**config.mk**
```make
export PLATFORM = sky130hd
export DESIGN_NAME = iole_exec
export DESIGN_NICKNAME = d
export VERILOG_FILES = /design/src/iole_pkg.sv /design/src/iole_exec.sv
export SDC_FILE = /design/constraint.sdc
export NUM_CORES = 1
export LEC_CHECK = 0
export BUFFER_PORTS_ARGS = -buffer_cell sky130_fd_sc_hd__clkbuf_2
export CAP_MARGIN = 20
export CORE_AREA = 5 5 71 73
export DETAILED_ROUTE_END_ITERATION = 8
export DIE_AREA = 0 0 76 78
export HOLD_SLACK_MARGIN = 0.15
export PLACE_DENSITY = 0.69
export SYNTH_ARGS = -nofsm -noshare
export SYNTH_HDL_FRONTEND = slang
export SYNTH_SLANG_ARGS = --single-unit
```
**constraint.sdc**
```tcl
create_clock -name clk -period 2.6 [get_ports clk]
set_input_delay 0.26 -clock clk [delete_from_list [all_inputs] [get_ports clk]]
set_output_delay 0.26 -clock clk [all_outputs]
set_load 0.02 [all_outputs]
```
**src/iole_pkg.sv**
```systemverilog
// Constants for the increment / or-literal / load-literal execute unit.
// Assumes a 14-bit instruction word and an 8-bit data path.
// Function
// [RULE_01] Opcode 00 1010 adds one to the addressed file register, updates null flag.
// [RULE_02] Destination bit clear writes the accumulator; set writes the file register back.
// [RULE_03] Increment-and-skip keeps flags; a null result discards the next instruction.
// [RULE_04] Opcode 11 1000 ORs the literal into the accumulator, updates null flag.
// [RULE_05] Opcode 11 00xx loads the literal into the accumulator, flags unchanged.
// [RULE_06] The two unused load-literal bits are ignored by the decoder.
// [RULE_07] Null flag is set for a zero result, cleared otherwise; 0xFF wraps.
package iole_pkg;

    // Word layout
    localparam int INSTR_W   = 14;
    localparam int DATA_W    = 8;
    localparam int FADDR_W   = 7;
    localparam int DEST_BIT  = 7;
    localparam int FADDR_LSB = 0;
    localparam int LIT_LSB   = 0;

    // Opcode fields: six bits for file and or-literal forms, four for load-literal
    localparam logic [5:0] OP_INCREMENT_FILE       = 6'h0A;
    localparam logic [5:0] OP_INCREMENT_FILE_SKIP  = 6'h0F;
    localparam logic [5:0] OP_OR_LITERAL_ACC       = 6'h38;
    localparam logic [3:0] OP_LOAD_LITERAL_ACC     = 4'hC;

    // Reset values
    localparam logic [7:0] ACC_RESET  = 8'h00;
    localparam logic       NULL_RESET = 1'b0;

    // Execution cycles
    localparam int CYCLES_PLAIN = 1;
    localparam int CYCLES_SKIP  = 2;

    // Sequencer states
    typedef enum logic {
        IOLE_ST_RUN,
        IOLE_ST_FLUSH
    } iole_state_e;

endpackage

```
**src/iole_exec.sv**
```systemverilog
// Decode and execute of four instructions: increment file, increment file
// with skip on null, OR literal into accumulator, load literal.
// A null result of the skip form voids the next word taken; unknown
// words raise unknown_pulse and change no state.
// Assumes fetch and file storage run on clk; file read data is a
// combinational read of file_rd_addr, and writes land on the clock edge.
// Fetch never stalls: every valid word is taken on the edge it stands.
`timescale 1ns/1ps

module iole_exec #(
    parameter int INSTR_W = iole_pkg::INSTR_W,
    parameter int DATA_W  = iole_pkg::DATA_W,
    parameter int FADDR_W = iole_pkg::FADDR_W
) (
    // Clock and reset
    input  wire logic               clk,
    input  wire logic               rst_n,
    // Instruction from fetch stage
    input  wire logic               instr_valid,
    input  wire logic [INSTR_W-1:0] instr_word,
    output logic                    instr_ready,
    // File register read port
    output logic [FADDR_W-1:0]      file_rd_addr,
    input  wire logic [DATA_W-1:0]  file_rd_data,
    // File register write port
    output logic                    file_wr_en,
    output logic [FADDR_W-1:0]      file_wr_addr,
    output logic [DATA_W-1:0]       file_wr_data,
    // Architectural state
    output logic [DATA_W-1:0]       acc_value,
    output logic                    null_flag,
    // Execution status
    output logic                    retire_pulse,
    output logic                    skip_pulse,
    output logic                    discard_pulse,
    output logic                    unknown_pulse
);

    // Sequencer and state registers
    iole_pkg::iole_state_e state_r;
    iole_pkg::iole_state_e state_nxt;
    logic [DATA_W-1:0]     acc_r;
    logic [DATA_W-1:0]     acc_nxt;
    logic                  null_r;
    logic                  null_nxt;
    logic                  wr_en_r;
    logic [FADDR_W-1:0]    wr_addr_r;
    logic [DATA_W-1:0]     wr_data_r;
    logic                  retire_r;
    logic                  skip_r;
    logic                  discard_r;
    logic                  unknown_r;

    // Decoded fields
    logic [5:0]            op6;
    logic [3:0]            op4;
    logic                  dest_file;
    logic [FADDR_W-1:0]    faddr;
    logic [DATA_W-1:0]     literal;
    logic                  is_inc;
    logic                  is_incsz;
    logic                  is_orl;
    logic                  is_ldl;
    logic                  is_known;

    // Handshake and sequencing
    logic                  take;
    logic                  exec;
    logic                  flush;

    // Operand and results
    logic                  fwd_hit;
    logic [DATA_W-1:0]     file_val;
    logic [DATA_W-1:0]     inc_res;
    logic [DATA_W-1:0]     or_res;
    logic                  inc_any;
    logic                  inc_null;
    logic                  or_null;

    // Skip and routing
    logic                  do_skip;
    logic                  wr_acc;
    logic                  wr_file;

    // True when an 8-bit result is all zero
    function automatic logic is_null(input logic [7:0] v);
        return (v == 8'h00); // [RULE_07]
    endfunction

    // Field extraction
    assign op6       = instr_word[INSTR_W-1 -: 6];
    assign op4       = instr_word[INSTR_W-1 -: 4];
    assign dest_file = instr_word[iole_pkg::DEST_BIT];
    assign faddr     = instr_word[iole_pkg::FADDR_LSB +: FADDR_W];
    assign literal   = instr_word[iole_pkg::LIT_LSB +: DATA_W];

    // Opcode decode; load-literal compares only the top four bits
    assign is_inc   = (op6 == iole_pkg::OP_INCREMENT_FILE);       // [RULE_01]
    assign is_incsz = (op6 == iole_pkg::OP_INCREMENT_FILE_SKIP);  // [RULE_03]
    assign is_orl   = (op6 == iole_pkg::OP_OR_LITERAL_ACC);       // [RULE_04]
    assign is_ldl   = (op4 == iole_pkg::OP_LOAD_LITERAL_ACC);     // [RULE_05] [RULE_06]

    // Handshake; word taken in flush state is dropped as a no-operation
    assign instr_ready = 1'b1;
    assign take        = instr_valid;
    assign flush       = take && (state_r == iole_pkg::IOLE_ST_FLUSH);
    assign exec        = take && (state_r == iole_pkg::IOLE_ST_RUN);

    // Operand read with forwarding of the write still in flight
    assign file_rd_addr = faddr;
    assign fwd_hit      = wr_en_r && (wr_addr_r == faddr);
    assign file_val     = fwd_hit ? wr_data_r : file_rd_data;

    // Arithmetic; increment wraps 0xFF to 0x00
    assign inc_res  = file_val + 8'h01;                           // [RULE_01] [RULE_07]
    assign or_res   = acc_r | literal;                            // [RULE_04]
    assign inc_any  = is_inc || is_incsz;
    assign inc_null = is_null(inc_res);
    assign or_null  = is_null(or_res);                            // [RULE_07]
    assign do_skip  = exec && is_incsz && inc_null;               // [RULE_03]

    // Any of the four instructions; other words only raise a pulse
    assign is_known = inc_any || is_orl || is_ldl;

    // Destination routing by the destination bit
    assign wr_acc  = exec && ((inc_any && !dest_file) || is_orl || is_ldl); // [RULE_02]
    assign wr_file = exec && inc_any && dest_file;                          // [RULE_02]

    // Next accumulator value
    always_comb begin
        acc_nxt = acc_r;
        if (wr_acc) begin
            if (inc_any) begin
                acc_nxt = inc_res;                                // [RULE_02]
            end else if (is_orl) begin
                acc_nxt = or_res;                                 // [RULE_04]
            end else begin
                acc_nxt = literal;                                // [RULE_05]
            end
        end
    end

    // Null flag: plain increment and OR update it, skip and load do not
    always_comb begin
        null_nxt = null_r;
        if (exec && is_inc) begin
            null_nxt = inc_null;                                  // [RULE_01] [RULE_07]
        end else if (exec && is_orl) begin
            null_nxt = or_null;                                   // [RULE_04] [RULE_07]
        end
    end

    // Skip sequencer: a null skip result turns the next word into a no-operation
    always_comb begin
        state_nxt = state_r;
        unique case (state_r)
            iole_pkg::IOLE_ST_RUN: begin
                if (do_skip) begin
                    state_nxt = iole_pkg::IOLE_ST_FLUSH;          // [RULE_03]
                end
            end
            iole_pkg::IOLE_ST_FLUSH: begin
                if (flush) begin
                    state_nxt = iole_pkg::IOLE_ST_RUN;            // [RULE_03]
                end
            end
        endcase
    end

    // Sequencer and architectural state
    always_ff @(posedge clk or negedge rst_n) begin
        if (!rst_n) begin
            state_r <= iole_pkg::IOLE_ST_RUN;
            acc_r   <= iole_pkg::ACC_RESET;
            null_r  <= iole_pkg::NULL_RESET;
        end else begin
            state_r <= state_nxt;
            acc_r   <= acc_nxt;
            null_r  <= null_nxt;
        end
    end

    // File write-back, one cycle after the instruction is taken
    always_ff @(posedge clk or negedge rst_n) begin
        if (!rst_n) begin
            wr_en_r   <= 1'b0;
            wr_addr_r <= '0;
            wr_data_r <= '0;
        end else begin
            wr_en_r <= wr_file;                                   // [RULE_02]
            if (wr_file) begin
                wr_addr_r <= faddr;
                wr_data_r <= inc_res;                             // [RULE_01]
            end
        end
    end

    // Status pulses, one cycle each
    always_ff @(posedge clk or negedge rst_n) begin
        if (!rst_n) begin
            retire_r  <= 1'b0;
            skip_r    <= 1'b0;
            discard_r <= 1'b0;
            unknown_r <= 1'b0;
        end else begin
            retire_r  <= exec && is_known;
            skip_r    <= do_skip;
            discard_r <= flush;                                   // [RULE_03]
            unknown_r <= exec && !is_known;
        end
    end

    // File write port
    assign file_wr_en    = wr_en_r;
    assign file_wr_addr  = wr_addr_r;
    assign file_wr_data  = wr_data_r;

    // Architectural state and status pulses
    assign acc_value     = acc_r;
    assign null_flag     = null_r;
    assign retire_pulse  = retire_r;
    assign skip_pulse    = skip_r;
    assign discard_pulse = discard_r;
    assign unknown_pulse = unknown_r;

endmodule

```
==> qor.csv, run 1 <==
stage;metric;value;unit
cells_and_area;syn_to_final_growth;35.25;%
sta;final.period_utilization;0.9892;
cells_and_area;fin_util;0.5880;
cells_and_area;drive_above_1_share;0.5179;
logic_synthesis;synth_area_leaders;dfrtp_1 40%, mux2_2 9.0%, mux2i_1 7.0%, xnor2_1 5.2%, xor2_1 4.7%;
route;m1WireLength;1879;µm
route;wl_per_cell;14.78;µm
place;portBuffers;60;
floorplanning;start_util;0.4347;
floorplanning;die_h;78;µm
logic_synthesis;ys.flop_type;dfrtp_1;
pwr;peakVddDrop;0.5586;mV
route;drt_iter0_drc;64;
logic_synthesis;synth_most_common_cell;dfrtp_1;
logic_synthesis;synth_edf_count;0;
clocking;clock_path_buffers;2;
clocking;cts.clk_slew.worst_paths;0.07;ns
grt;grt_pass1_vias;1632;
logic_synthesis;ys_seq_area_frac;0.4021;
place;place_area;0.002277;mm²
grt;grt.overflow.total;0;
cells_and_area;diodes;0;
logic_synthesis;avgSynthCellArea;10.61;µm²
sta;timing.slew.headroom;0.5047;
clocking;clock-sinks;30;
route;antenna_left;0;
flow_run;cap_violations;0;
logic_synthesis;synth.largest_area_cell;dfrtp_1;
place;place.gp.congestion;0.8842;
logic_synthesis;yosysTopAreaCellShare;0.4021;
place;dpl.hpwl;3423;µm
setup_path;crit_required;2.83;ns
pwr;p_per_area;643.7;mW/mm²
clocking;clkLatencyLatePin;0.29;ns
logic_synthesis;synthArstFlopShare;1.000;
setup_path;startpoint_type;register;
sta;worst_slew_pin_slew;0.7430;ns
cells_and_area;fin_nets;277;
sta;rsz0062_at_grt;true;
clocking;root_buffer;clkbuf_8;
logic_synthesis;synth_warnings;0;
run_status;status;finished, final reports clean;
sta;finalHoldViolCount;0;
logic_synthesis;synth_common_cells;30 x dfrtp_1, 15 x mux2_2, 13 x mux2i_1, 11 x nand2_1, 11 x xnor2_1;
grt;grtUsageTotal;0.1547;
floorplanning;num_rows;24;
logic_synthesis;ys_seq_elements;30;
pwr;cellLeakagePower;1.252;nW
route;route.vias.total;1569;
min_path;hold_path_class;in2reg;
route;finalWirelength;4477;µm
route;post_drt_via_cell_ratio;5.178;
grt;grt_pass1_wl;7534;µm
sta;drv_slew;0;
sta;setup_viol_count_final;0;
floorplanning;die-area;0.005928;mm²
sta;fin_crit;2.572;ns
route;first_pass_iters;4;
setup_path;cp-end-kind;register;
sta;finClkSkew;0.009135;ns
logic_synthesis;synthDistinctLibCells;42;
grt;antenna_found_initial;0;
floorplanning;ios;62;
sta;fmax;0.3888;GHz
setup_path;critPathArrivalTime;2.80;ns
setup_path;crit_type;reg2reg;
route;drc;0;
logic_synthesis;synthesis.area;0.001867;mm²
route;route.met2.wl;2248;µm
clocking;htreeDepth;2;
clocking;cts_inserted_buffers;5;
clocking;cts_tree;built;
route;met3_length;282;µm
grt;grt_start_max_net_pins;31;
cells_and_area;design_area;0.002525;mm²
route;maxUsedRoutingLayer;met4;
floorplanning;core;0.004294;mm²
setup_path;crit_fanout;7;
floorplanning;dieWidth;76;µm
logic_synthesis;synth_nets;203;
logic_synthesis;synthCells;176;
[cell families (layout without fill, tap and decap cells)]
logic type / Yosys count / count (layout) / share of synthesized area
compound gates: 20 / 20 / 0.08177
xor+xnor: 21 / 21 / 0.09852
fa+ha+maj: 2 / 2 / 0.01340
buf+inv: 16 / 91 / 0.05496
flops: 30 / 30 / 0.4021
mux: 29 / 29 / 0.1676
other cells: 1 / 1 / 0.002009
simple gates: 57 / 57 / 0.1796
[metal layers]
metal,GRT usage,up-vias
met2,0.2628,42
met5,0,-
met4,0.06050,0
met1,0.1800,746
li1,-,773
met3,0.05093,8
[cell usage in the layout, fill, tap and decap left out, types with 2 or more instances in the layout]
master	Yosys	layout
and2_1	2	2
and3_1	8	8
and4bb_2	2	2
buf_4	8	20
bufinv_16	0	2
clkbuf_2	0	60
clkbuf_8	0	6
dfrtp_1	30	23
dfrtp_2	0	7
mux2_2	15	14
mux2i_1	13	11
mux2i_2	1	3
nand2_1	11	11
nand2b_1	2	2
nand3_1	10	8
nand3_2	0	2
nand4_1	3	3
nor2_1	4	4
nor2b_1	2	2
nor3_1	2	2
nor4_1	3	3
o21a_1	2	2
o21ai_0	9	9
xnor2_1	11	7
xnor2_2	0	4
xor2_1	10	9
[state kept, by name (all words and copies together) (netlist names)]
signal,flops
state_r,1
null_flag,1
acc_value,8
file_wr_data,8
file_wr_addr,7
skip_pulse,1
retire_pulse,1
file_wr_en,1
discard_pulse,1
unknown_pulse,1
[final cells by class]
cell class                 instances  area [µm²]
timing repair buffer              81       460.4
clock buffer                       6       82.58
sequential                        30       759.5
tap                               52       65.06
clock inverter                     2       60.06
inverter                           2       7.507
fill                             389        1769
multi-input combinational        130        1090
[critical path: stages (launching register included)]
cell and delay (ns):
dfrtp_2 0.43, xnor2_2 0.13, nand4_1 0.20, nor2_4 0.23, mux2i_2 0.29, inv_2 0.09, ha_4 0.20, nand3_2 0.08
xor2_1 0.17, mux2i_2 0.14, a2111oi_4 0.38, a31o_1 0.19
[through the flow]
step	hold slack (ns)	std cells	setup TNS, ns	total power [mW]	worst slack, ns
2_1_floorplan	-0.03559	176	0	0.8613	0.001208
3_3_place_gp	0.3737	289	0	1.027	0.03273
3_5_place_dp	0.3728	289	-0.01273	1.032	-0.01029
4_1_cts	0.2216	298	0	1.621	0.07188
5_1_grt	0.2368	303	-0.2272	1.711	-0.07290
6_report	0.2228	303	0	1.625	0.02800
[timing repair]
action,4_1_cts,5_1_grt
pin swaps,0,9
endpoints found under the setup margin,3,5
gates resized for setup,2,8
setup buffers,0,5
endpoints found under the hold margin,30,0
hold buffers,1,0
[power by group]
group	switching (mW)	leakage (nW)	total [mW]	internal (mW)
clock network	0.174	0.0714	0.582	0.409
registers	0.0777	0.382	0.617	0.540
logic	0.239	0.799	0.426	0.186
total	0.491	1.25	1.63	1.13
[path summary, 6_finish.rpt]
kind                            startpoint               to  slack [ns]  depth (start not counted)
hold reg to reg               acc_value[0]     acc_value[0]        0.51                          2
hold / removal                 instr_valid    discard_pulse        0.22                          2
min in group asynchronous            rst_n       skip_pulse        0.57                          2
setup / recovery           file_wr_addr[5]        null_flag        0.03                         11
setup reg to reg           file_wr_addr[5]        null_flag        0.03                         11
max in group asynchronous            rst_n  file_wr_addr[4]        1.50                          2
(Power assumes the default switching activity.)
==> run 2: changes to the inputs <==
--- a/config.mk
+++ b/config.mk
@@ -11,7 +11,7 @@
 export DETAILED_ROUTE_END_ITERATION = 8
 export DIE_AREA = 0 0 76 78
 export HOLD_SLACK_MARGIN = 0.15
-export PLACE_DENSITY = 0.69
+export PLACE_DENSITY = 0.66
 export SYNTH_ARGS = -nofsm -noshare
 export SYNTH_HDL_FRONTEND = slang
 export SYNTH_SLANG_ARGS = --single-unit
==> constraint.sdc (replaced) <==
create_clock -name clk -period 2.4 [get_ports clk]
set_input_delay 0.24 -clock clk [delete_from_list [all_inputs] [get_ports clk]]
set_output_delay 0.24 -clock clk [all_outputs]
set_load 0.02 [all_outputs]
==> qor.csv, run 2 (synthesis results as in run 1) <==
stage;metric;value;unit;change
place;portBuffers;60;;unchanged
clocking;root_buffer;clkbuf_8;;
cells_and_area;mostFrequentLayoutCell;clkbuf_2;;
floorplanning;die-area;0.005928;mm²;unchanged
grt;grt_start_max_net_pins;31;;unchanged
floorplanning;die_h;78;µm;unchanged
clocking;htreeDepth;2;;unchanged
floorplanning;start_util;0.4347;;unchanged
cells_and_area;fin_nets;288;;+4.0%
grt;grt.overflow.total;0;;unchanged
min_path;hold_path_class;in2reg;;
grt;grt_pass1_wl;8024;µm;+6.5%
sta;drv_slew;0;;unchanged
clocking;clkLatencyLatePin;0.28;ns;about the same
setup_path;crit_type;reg2reg;;
route;drc;0;;unchanged
min_path;hp-start;instr_valid;;
grt;grt_pass1_vias;1677;;+2.8%
setup_path;crit_required;2.56;ns;-0.27 ns
pwr;peakVddDrop;0.3729;mV;-33%
clocking;cts_tree;built;;
cells_and_area;fin_util;0.6031;;+0.01515
sta;finalHoldViolCount;0;;unchanged
route;drt_iter0_drc;79;;+23%
sta;rsz0062_at_grt;true;;
setup_path;r2r_start;file_wr_addr[5];;
sta;finalSetupTns;-0.2308;ns;-0.2308 ns
floorplanning;core;0.004294;mm²;unchanged
route;wl_per_cell;15.25;µm;+3.2%
pwr;total_power;1.552;mW;-4.5%
setup_path;cp-end-kind;register;;
place;dpl.hpwl;3666;µm;+7.1%
clocking;cts_inserted_buffers;5;;unchanged
cells_and_area;diodes;0;;unchanged
route;finalWirelength;4788;µm;+6.9%
setup_path;r2r_cells;10;;-1
floorplanning;dieWidth;76;µm;unchanged
clocking;cts.clk_slew.worst_paths;0.06;ns;about the same
sta;finClkSkew;0.007652;ns;-0.001483 ns
cells_and_area;drive_above_1_share;0.5420;;+0.02406
run_status;violations;negative setup slack;;
place;place.gp.congestion;0.8452;;-4.4%
grt;antenna_found_initial;0;;unchanged
sta;worst_slew_pin_slew;0.7463;ns;+0.003277 ns
floorplanning;ios;62;;unchanged
route;route.vias.total;1603;;+2.2%
sta;holdWs;0.2216;ns;-0.001280 ns
floorplanning;num_rows;24;;unchanged
setup_path;crit_fanout;7;;unchanged
sta;setup_ws;-0.06374;ns;-0.09173 ns
route;post_drt_via_cell_ratio;5.105;;-1.4%
min_path;holdPathStages;2;;unchanged
sta;fin_crit;2.464;ns;-0.1083 ns
setup_path;startpoint_type;register;;
setup_path;critPathArrivalTime;2.62;ns;-0.18 ns
cells_and_area;final_cell_mix;60 x clkbuf_2, 30 x buf_4, 23 x dfrtp_1;;
cells_and_area;layout.cells.non_filler;314;;+3.6%
pwr;cellLeakagePower;1.292;nW;+3.2%
route;antenna_left;0;;unchanged
sta;setup_viol_count_final;5;;+5
sta;final.period_utilization;1.027;;+0.03732
flow_run;cap_violations;0;;unchanged
route;first_pass_iters;4;;unchanged
grt;grtUsageTotal;0.1683;;+0.01356
sta;fmax;0.4059;GHz;+4.4%
run_status;status;complete, but fails checks;;
sta;timing.slew.headroom;0.5025;;-0.002185
place;place_inst;300;;+3.8%
setup_path;worstSetupStartpoint;file_wr_addr[5];;
clocking;clock_path_buffers;2;;unchanged
cells_and_area;syn_to_final_growth;38.74;%;
clocking;clock-sinks;30;;unchanged
pwr;p_per_area;599.1;mW/mm²;-6.9%
==> run 2: cell count changes in the layout (fill, tap and decap cells not counted), moves of 2 or more <==
cell       before  now
buf_4          20   30
clkbuf_1        0    3
bufinv_16       2    0
mux2i_1        11    9
mux2i_2         3    5
==> run 2: metrics by stage <==
| stage | setup WS [ns] | cell area, µm² |
|---|---|---|
| after floorplan | -0.1551 | 1914 |
| after global placement | -0.1230 | 2386 |
| after detailed placement | -0.1618 | 2386 |
| after CTS | -0.07135 | 2535 |
| after global routing | -0.2215 | 2590 |
| final | -0.06374 | 2590 |
==> run 2: area by class of cell <==
type,instances,area (µm²)
clock buffers,8,80.08
fillers,373,1704
multi-input cells,130,1122
flip-flops and latches,30,759.5
repair buffers,92,555.5
inverters,2,7.507
well taps,52,65.06
==> run 2: final timing paths <==
check / to / slack, ns
setup / recovery: file_wr_data[4] / -0.06
hold / removal: discard_pulse / 0.22
setup reg to reg: file_wr_data[4] / -0.06
hold reg to reg: acc_value[0] / 0.51
max in group asynchronous: file_wr_addr[3] / 1.32
min in group asynchronous: discard_pulse / 0.56
==> run 2: repair_timing <==
action / in CTS / in global routing
hold buffers: 1 / 0
setup endpoints to repair: 7 / 8
setup buffers: 3 / 2
hold endpoints to repair: 30 / 0
pin swaps: 3 / 8
gates resized for setup: 7 / 7
==> run 2: critical path, stage by stage, from the launching register on <==
cell and delay [ns]:
dfrtp_2 0.42, xnor2_2 0.15, nand4_1 0.20, nor2_4 0.19, mux2_4 0.34, ha_4 0.22
nand3_2 0.08, xor2_1 0.18, mux2i_2 0.14, buf_4 0.16, mux2_4 0.25
==> run 2: power by group <==
part           switching [mW]  internal, mW  total (mW)
sequential             0.0762         0.585       0.661
combinational           0.280         0.229       0.509
clock                   0.177         0.205       0.382
==> run 2: layer usage <==
metal	vias up	global-route usage	part of all wire
li1	792	-	-
met1	765	0.1955	0.41
met2	39	0.2902	0.52
met3	7	0.05440	0.057
met4	0	0.05872	0.016
met5	-	0	0
==> run 3: changes to the inputs <==
--- a/config.mk
+++ b/config.mk
@@ -11,7 +11,8 @@
 export DETAILED_ROUTE_END_ITERATION = 8
 export DIE_AREA = 0 0 76 78
 export HOLD_SLACK_MARGIN = 0.15
-export PLACE_DENSITY = 0.66
+export PLACE_DENSITY = 0.69
+export SLEW_MARGIN = 40
 export SYNTH_ARGS = -nofsm -noshare
 export SYNTH_HDL_FRONTEND = slang
 export SYNTH_SLANG_ARGS = --single-unit
==> constraint.sdc (replaced) <==
create_clock -name clk -period 2.2 [get_ports clk]
set_input_delay 0.22 -clock clk [delete_from_list [all_inputs] [get_ports clk]]
set_output_delay 0.22 -clock clk [all_outputs]
set_load 0.02 [all_outputs]
==> qor.csv, run 3 (synthesis results as in run 1) <==
stage;metric;value;unit;change
run_status;status;complete, but fails checks;;
run_status;violations;negative setup slack;;
cells_and_area;fin_util;0.6285;;+0.02535
sta;timing.slew.headroom;0.5457;;+0.04320
setup_path;reg2reg_slack;-0.36;ns;-0.30 ns
min_path;hp-start;instr_valid;;
clocking;cts_inserted_buffers;5;;unchanged
sta;finalSetupTns;-2.354;ns;-2.123 ns
place;place_area;0.002409;mm²;+0.94%
setup_path;worstSetupStartpoint;file_wr_addr[0];;
setup_path;path_depth;11;;+1
floorplanning;ios;62;;unchanged
setup_path;startpoint_type;register;;
clocking;clock-sinks;30;;unchanged
sta;fin_crit;2.565;ns;+0.1009 ns
place;dpl.hpwl;3670;µm;+0.12%
grt;grt_util_met3;0.05093;;-0.003472
min_path;hold_path_class;in2reg;;
cells_and_area;fin_nets;295;;+2.4%
floorplanning;start_util;0.4347;;unchanged
setup_path;max_stage_delay;0.42;ns;about the same
floorplanning;core;0.004294;mm²;unchanged
route;wl_per_cell;15.01;µm;-1.6%
setup_path;cp_slowest_cell;dfrtp_2;;
setup_path;r2r_cells;11;;+1
route;finalWirelength;4817;µm;+0.61%
clocking;htreeDepth;2;;unchanged
cells_and_area;design_area;0.002699;mm²;+4.2%
grt;grt_pass1_wl;8079;µm;+0.69%
clocking;clock_path_buffers;2;;unchanged
setup_path;r2r_end;null_flag;;
route;post_drt_via_cell_ratio;5.053;;-1.0%
setup_path;crit_type;reg2reg;;
sta;rsz0062_at_grt;true;;
grt;grt.overflow.total;0;;unchanged
sta;setup_viol_count_final;9;;+4
floorplanning;die_h;78;µm;unchanged
pwr;p_int;1.157;mW;+14%
route;first_pass_iters;4;;unchanged
cells_and_area;nFillCells;346;;-7.2%
place;portBuffers;60;;unchanged
sta;finClkSkew;0.004513;ns;-0.003139 ns
place;place.gp.congestion;0.8379;;-0.86%
grt;met1_usage;0.1971;;+0.001601
setup_path;r2r_start;file_wr_addr[0];;
route;antenna_left;0;;unchanged
grt;grtUsageTotal;0.1666;;-0.001628
cells_and_area;final_cell_mix;59 x clkbuf_2, 34 x buf_4, 23 x dfrtp_1;;
flow_run;cap_violations;0;;unchanged
floorplanning;die-area;0.005928;mm²;unchanged
pwr;peakVddDrop;0.4093;mV;+9.8%
sta;drv_slew;0;;unchanged
setup_path;crit_fanout;5;;-2
place;place_inst;303;;+1.0%
cells_and_area;diodes;0;;unchanged
setup_path;endpoint;null_flag;;
sta;worst_slew_pin_slew;0.6815;ns;-0.06480 ns
grt;grt_start_max_net_pins;31;;unchanged
setup_path;crit_buf_inv;2;;+1
pwr;total_power;1.753;mW;+13%
pwr;sw_frac_of_total;0.3398;;-0.003422
pwr;power_frac_seq;0.408;;-0.018
clocking;root_buffer;clkbuf_8;;
cells_and_area;layout.cells.non_filler;321;;+2.2%
sta;fmax;0.3899;GHz;-3.9%
sta;holdWs;0.1910;ns;-0.03057 ns
place;post-place-ws;-0.4263;ns;-0.2645 ns
setup_path;cp-end-kind;register;;
floorplanning;num_rows;24;;unchanged
pwr;p_per_area;649.6;mW/mm²;+8.4%
pwr;power_frac_comb;0.336;;+0.008
setup_path;path_delay_family;compound AO/OA/AOI/OAI gates;;
setup_path;critPathArrivalTime;2.79;ns;+0.17 ns
floorplanning;dieWidth;76;µm;unchanged
pwr;switching_power;0.5957;mW;+12%
grt;antenna_found_initial;0;;unchanged
sta;setup_ws;-0.3646;ns;-0.3009 ns
grt;grt_pass1_vias;1713;;+2.1%
setup_path;path_cells;xnor2_2, nand4_1, nor2_4, mux2i_2, inv_2, ha_4, buf_4, xnor2_2, nand3_1, a2111oi_4, a31o_1;;
setup_path;crit_required;2.42;ns;-0.14 ns
route;drt_iter0_drc;60;;-24%
clocking;cts.clk_slew.worst_paths;0.06;ns;about the same
setup_path;crit_path_frequent_cell;xnor2_2;;
cells_and_area;syn_to_final_growth;44.57;%;
sta;final.period_utilization;1.166;;+0.1392
pwr;power_frac_clock;0.256;;+0.010
route;drc;0;;unchanged
grt;grt-busiest-layer;met2;;
clocking;cts_tree;built;;
cells_and_area;drive_above_1_share;0.5651;;+0.02307
sta;finalHoldViolCount;0;;unchanged
route;route.vias.total;1622;;+1.2%
pwr;cellLeakagePower;1.336;nW;+3.4%
clocking;clkLatencyLatePin;0.28;ns;about the same
cells_and_area;mostFrequentLayoutCell;clkbuf_2;;
grt;use_met2;0.2834;;-0.006849
-- run 3: worst reg2reg max path: stages (launching register included) --
cell and delay (ns):
dfrtp_2 0.42, xnor2_2 0.16, nand4_1 0.18, nor2_4 0.21, mux2i_2 0.27, inv_2 0.09, ha_4 0.19, buf_4 0.16
xnor2_2 0.12, nand3_1 0.14, a2111oi_4 0.38, a31o_1 0.19
-- run 3: layer usage --
layer / up-vias / share of wire
li1: 801 / -
met1: 769 / 0.42
met2: 41 / 0.51
met3: 11 / 0.054
met4: 0 / 0.020
met5: - / 0
-- run 3: worst min path at each step --
stage	depth (start not counted)	endpoint	slack (ns)
finish	2	discard_pulse	0.19
global placement	1	discard_pulse	0.33
detailed placement	1	discard_pulse	0.33
floorplan	0	acc_value[0]	-0.08
CTS	2	discard_pulse	0.19
global route	2	discard_pulse	0.21
-- run 3: power by group through the flow --
stage          sequential (mW)  combinational [mW]  clock [mW]
6_report                 0.715               0.589       0.449
4_1_cts                  0.710               0.582       0.461
2_1_floorplan            0.822               0.200           0
3_5_place_dp             0.717               0.552           0
3_3_place_gp             0.715               0.544           0
5_1_grt                  0.729               0.636       0.486
-- run 3: layout make-up --
| cell class | instances | area (µm²) | area share |
|---|---|---|---|
| Multi-Input combinational cell | 130 | 1147 | 0.4251 |
| Clock inverter | 1 | 5.005 | 0.001854 |
| Timing Repair Buffer | 99 | 628.1 | 0.2327 |
| Inverter | 2 | 7.507 | 0.002782 |
| Clock buffer | 7 | 86.33 | 0.03199 |
| Sequential cell | 30 | 759.5 | 0.2814 |
| Tap cell | 52 | 65.06 | 0.02411 |
-- run 3: timing repair --
item	CTS	global route
gates cloned	0	0
setup buffers	9	1
setup endpoints to repair	11	12
gates resized for setup	13	7
hold endpoints to repair	30	0
pin swaps	14	9
hold buffers	1	0
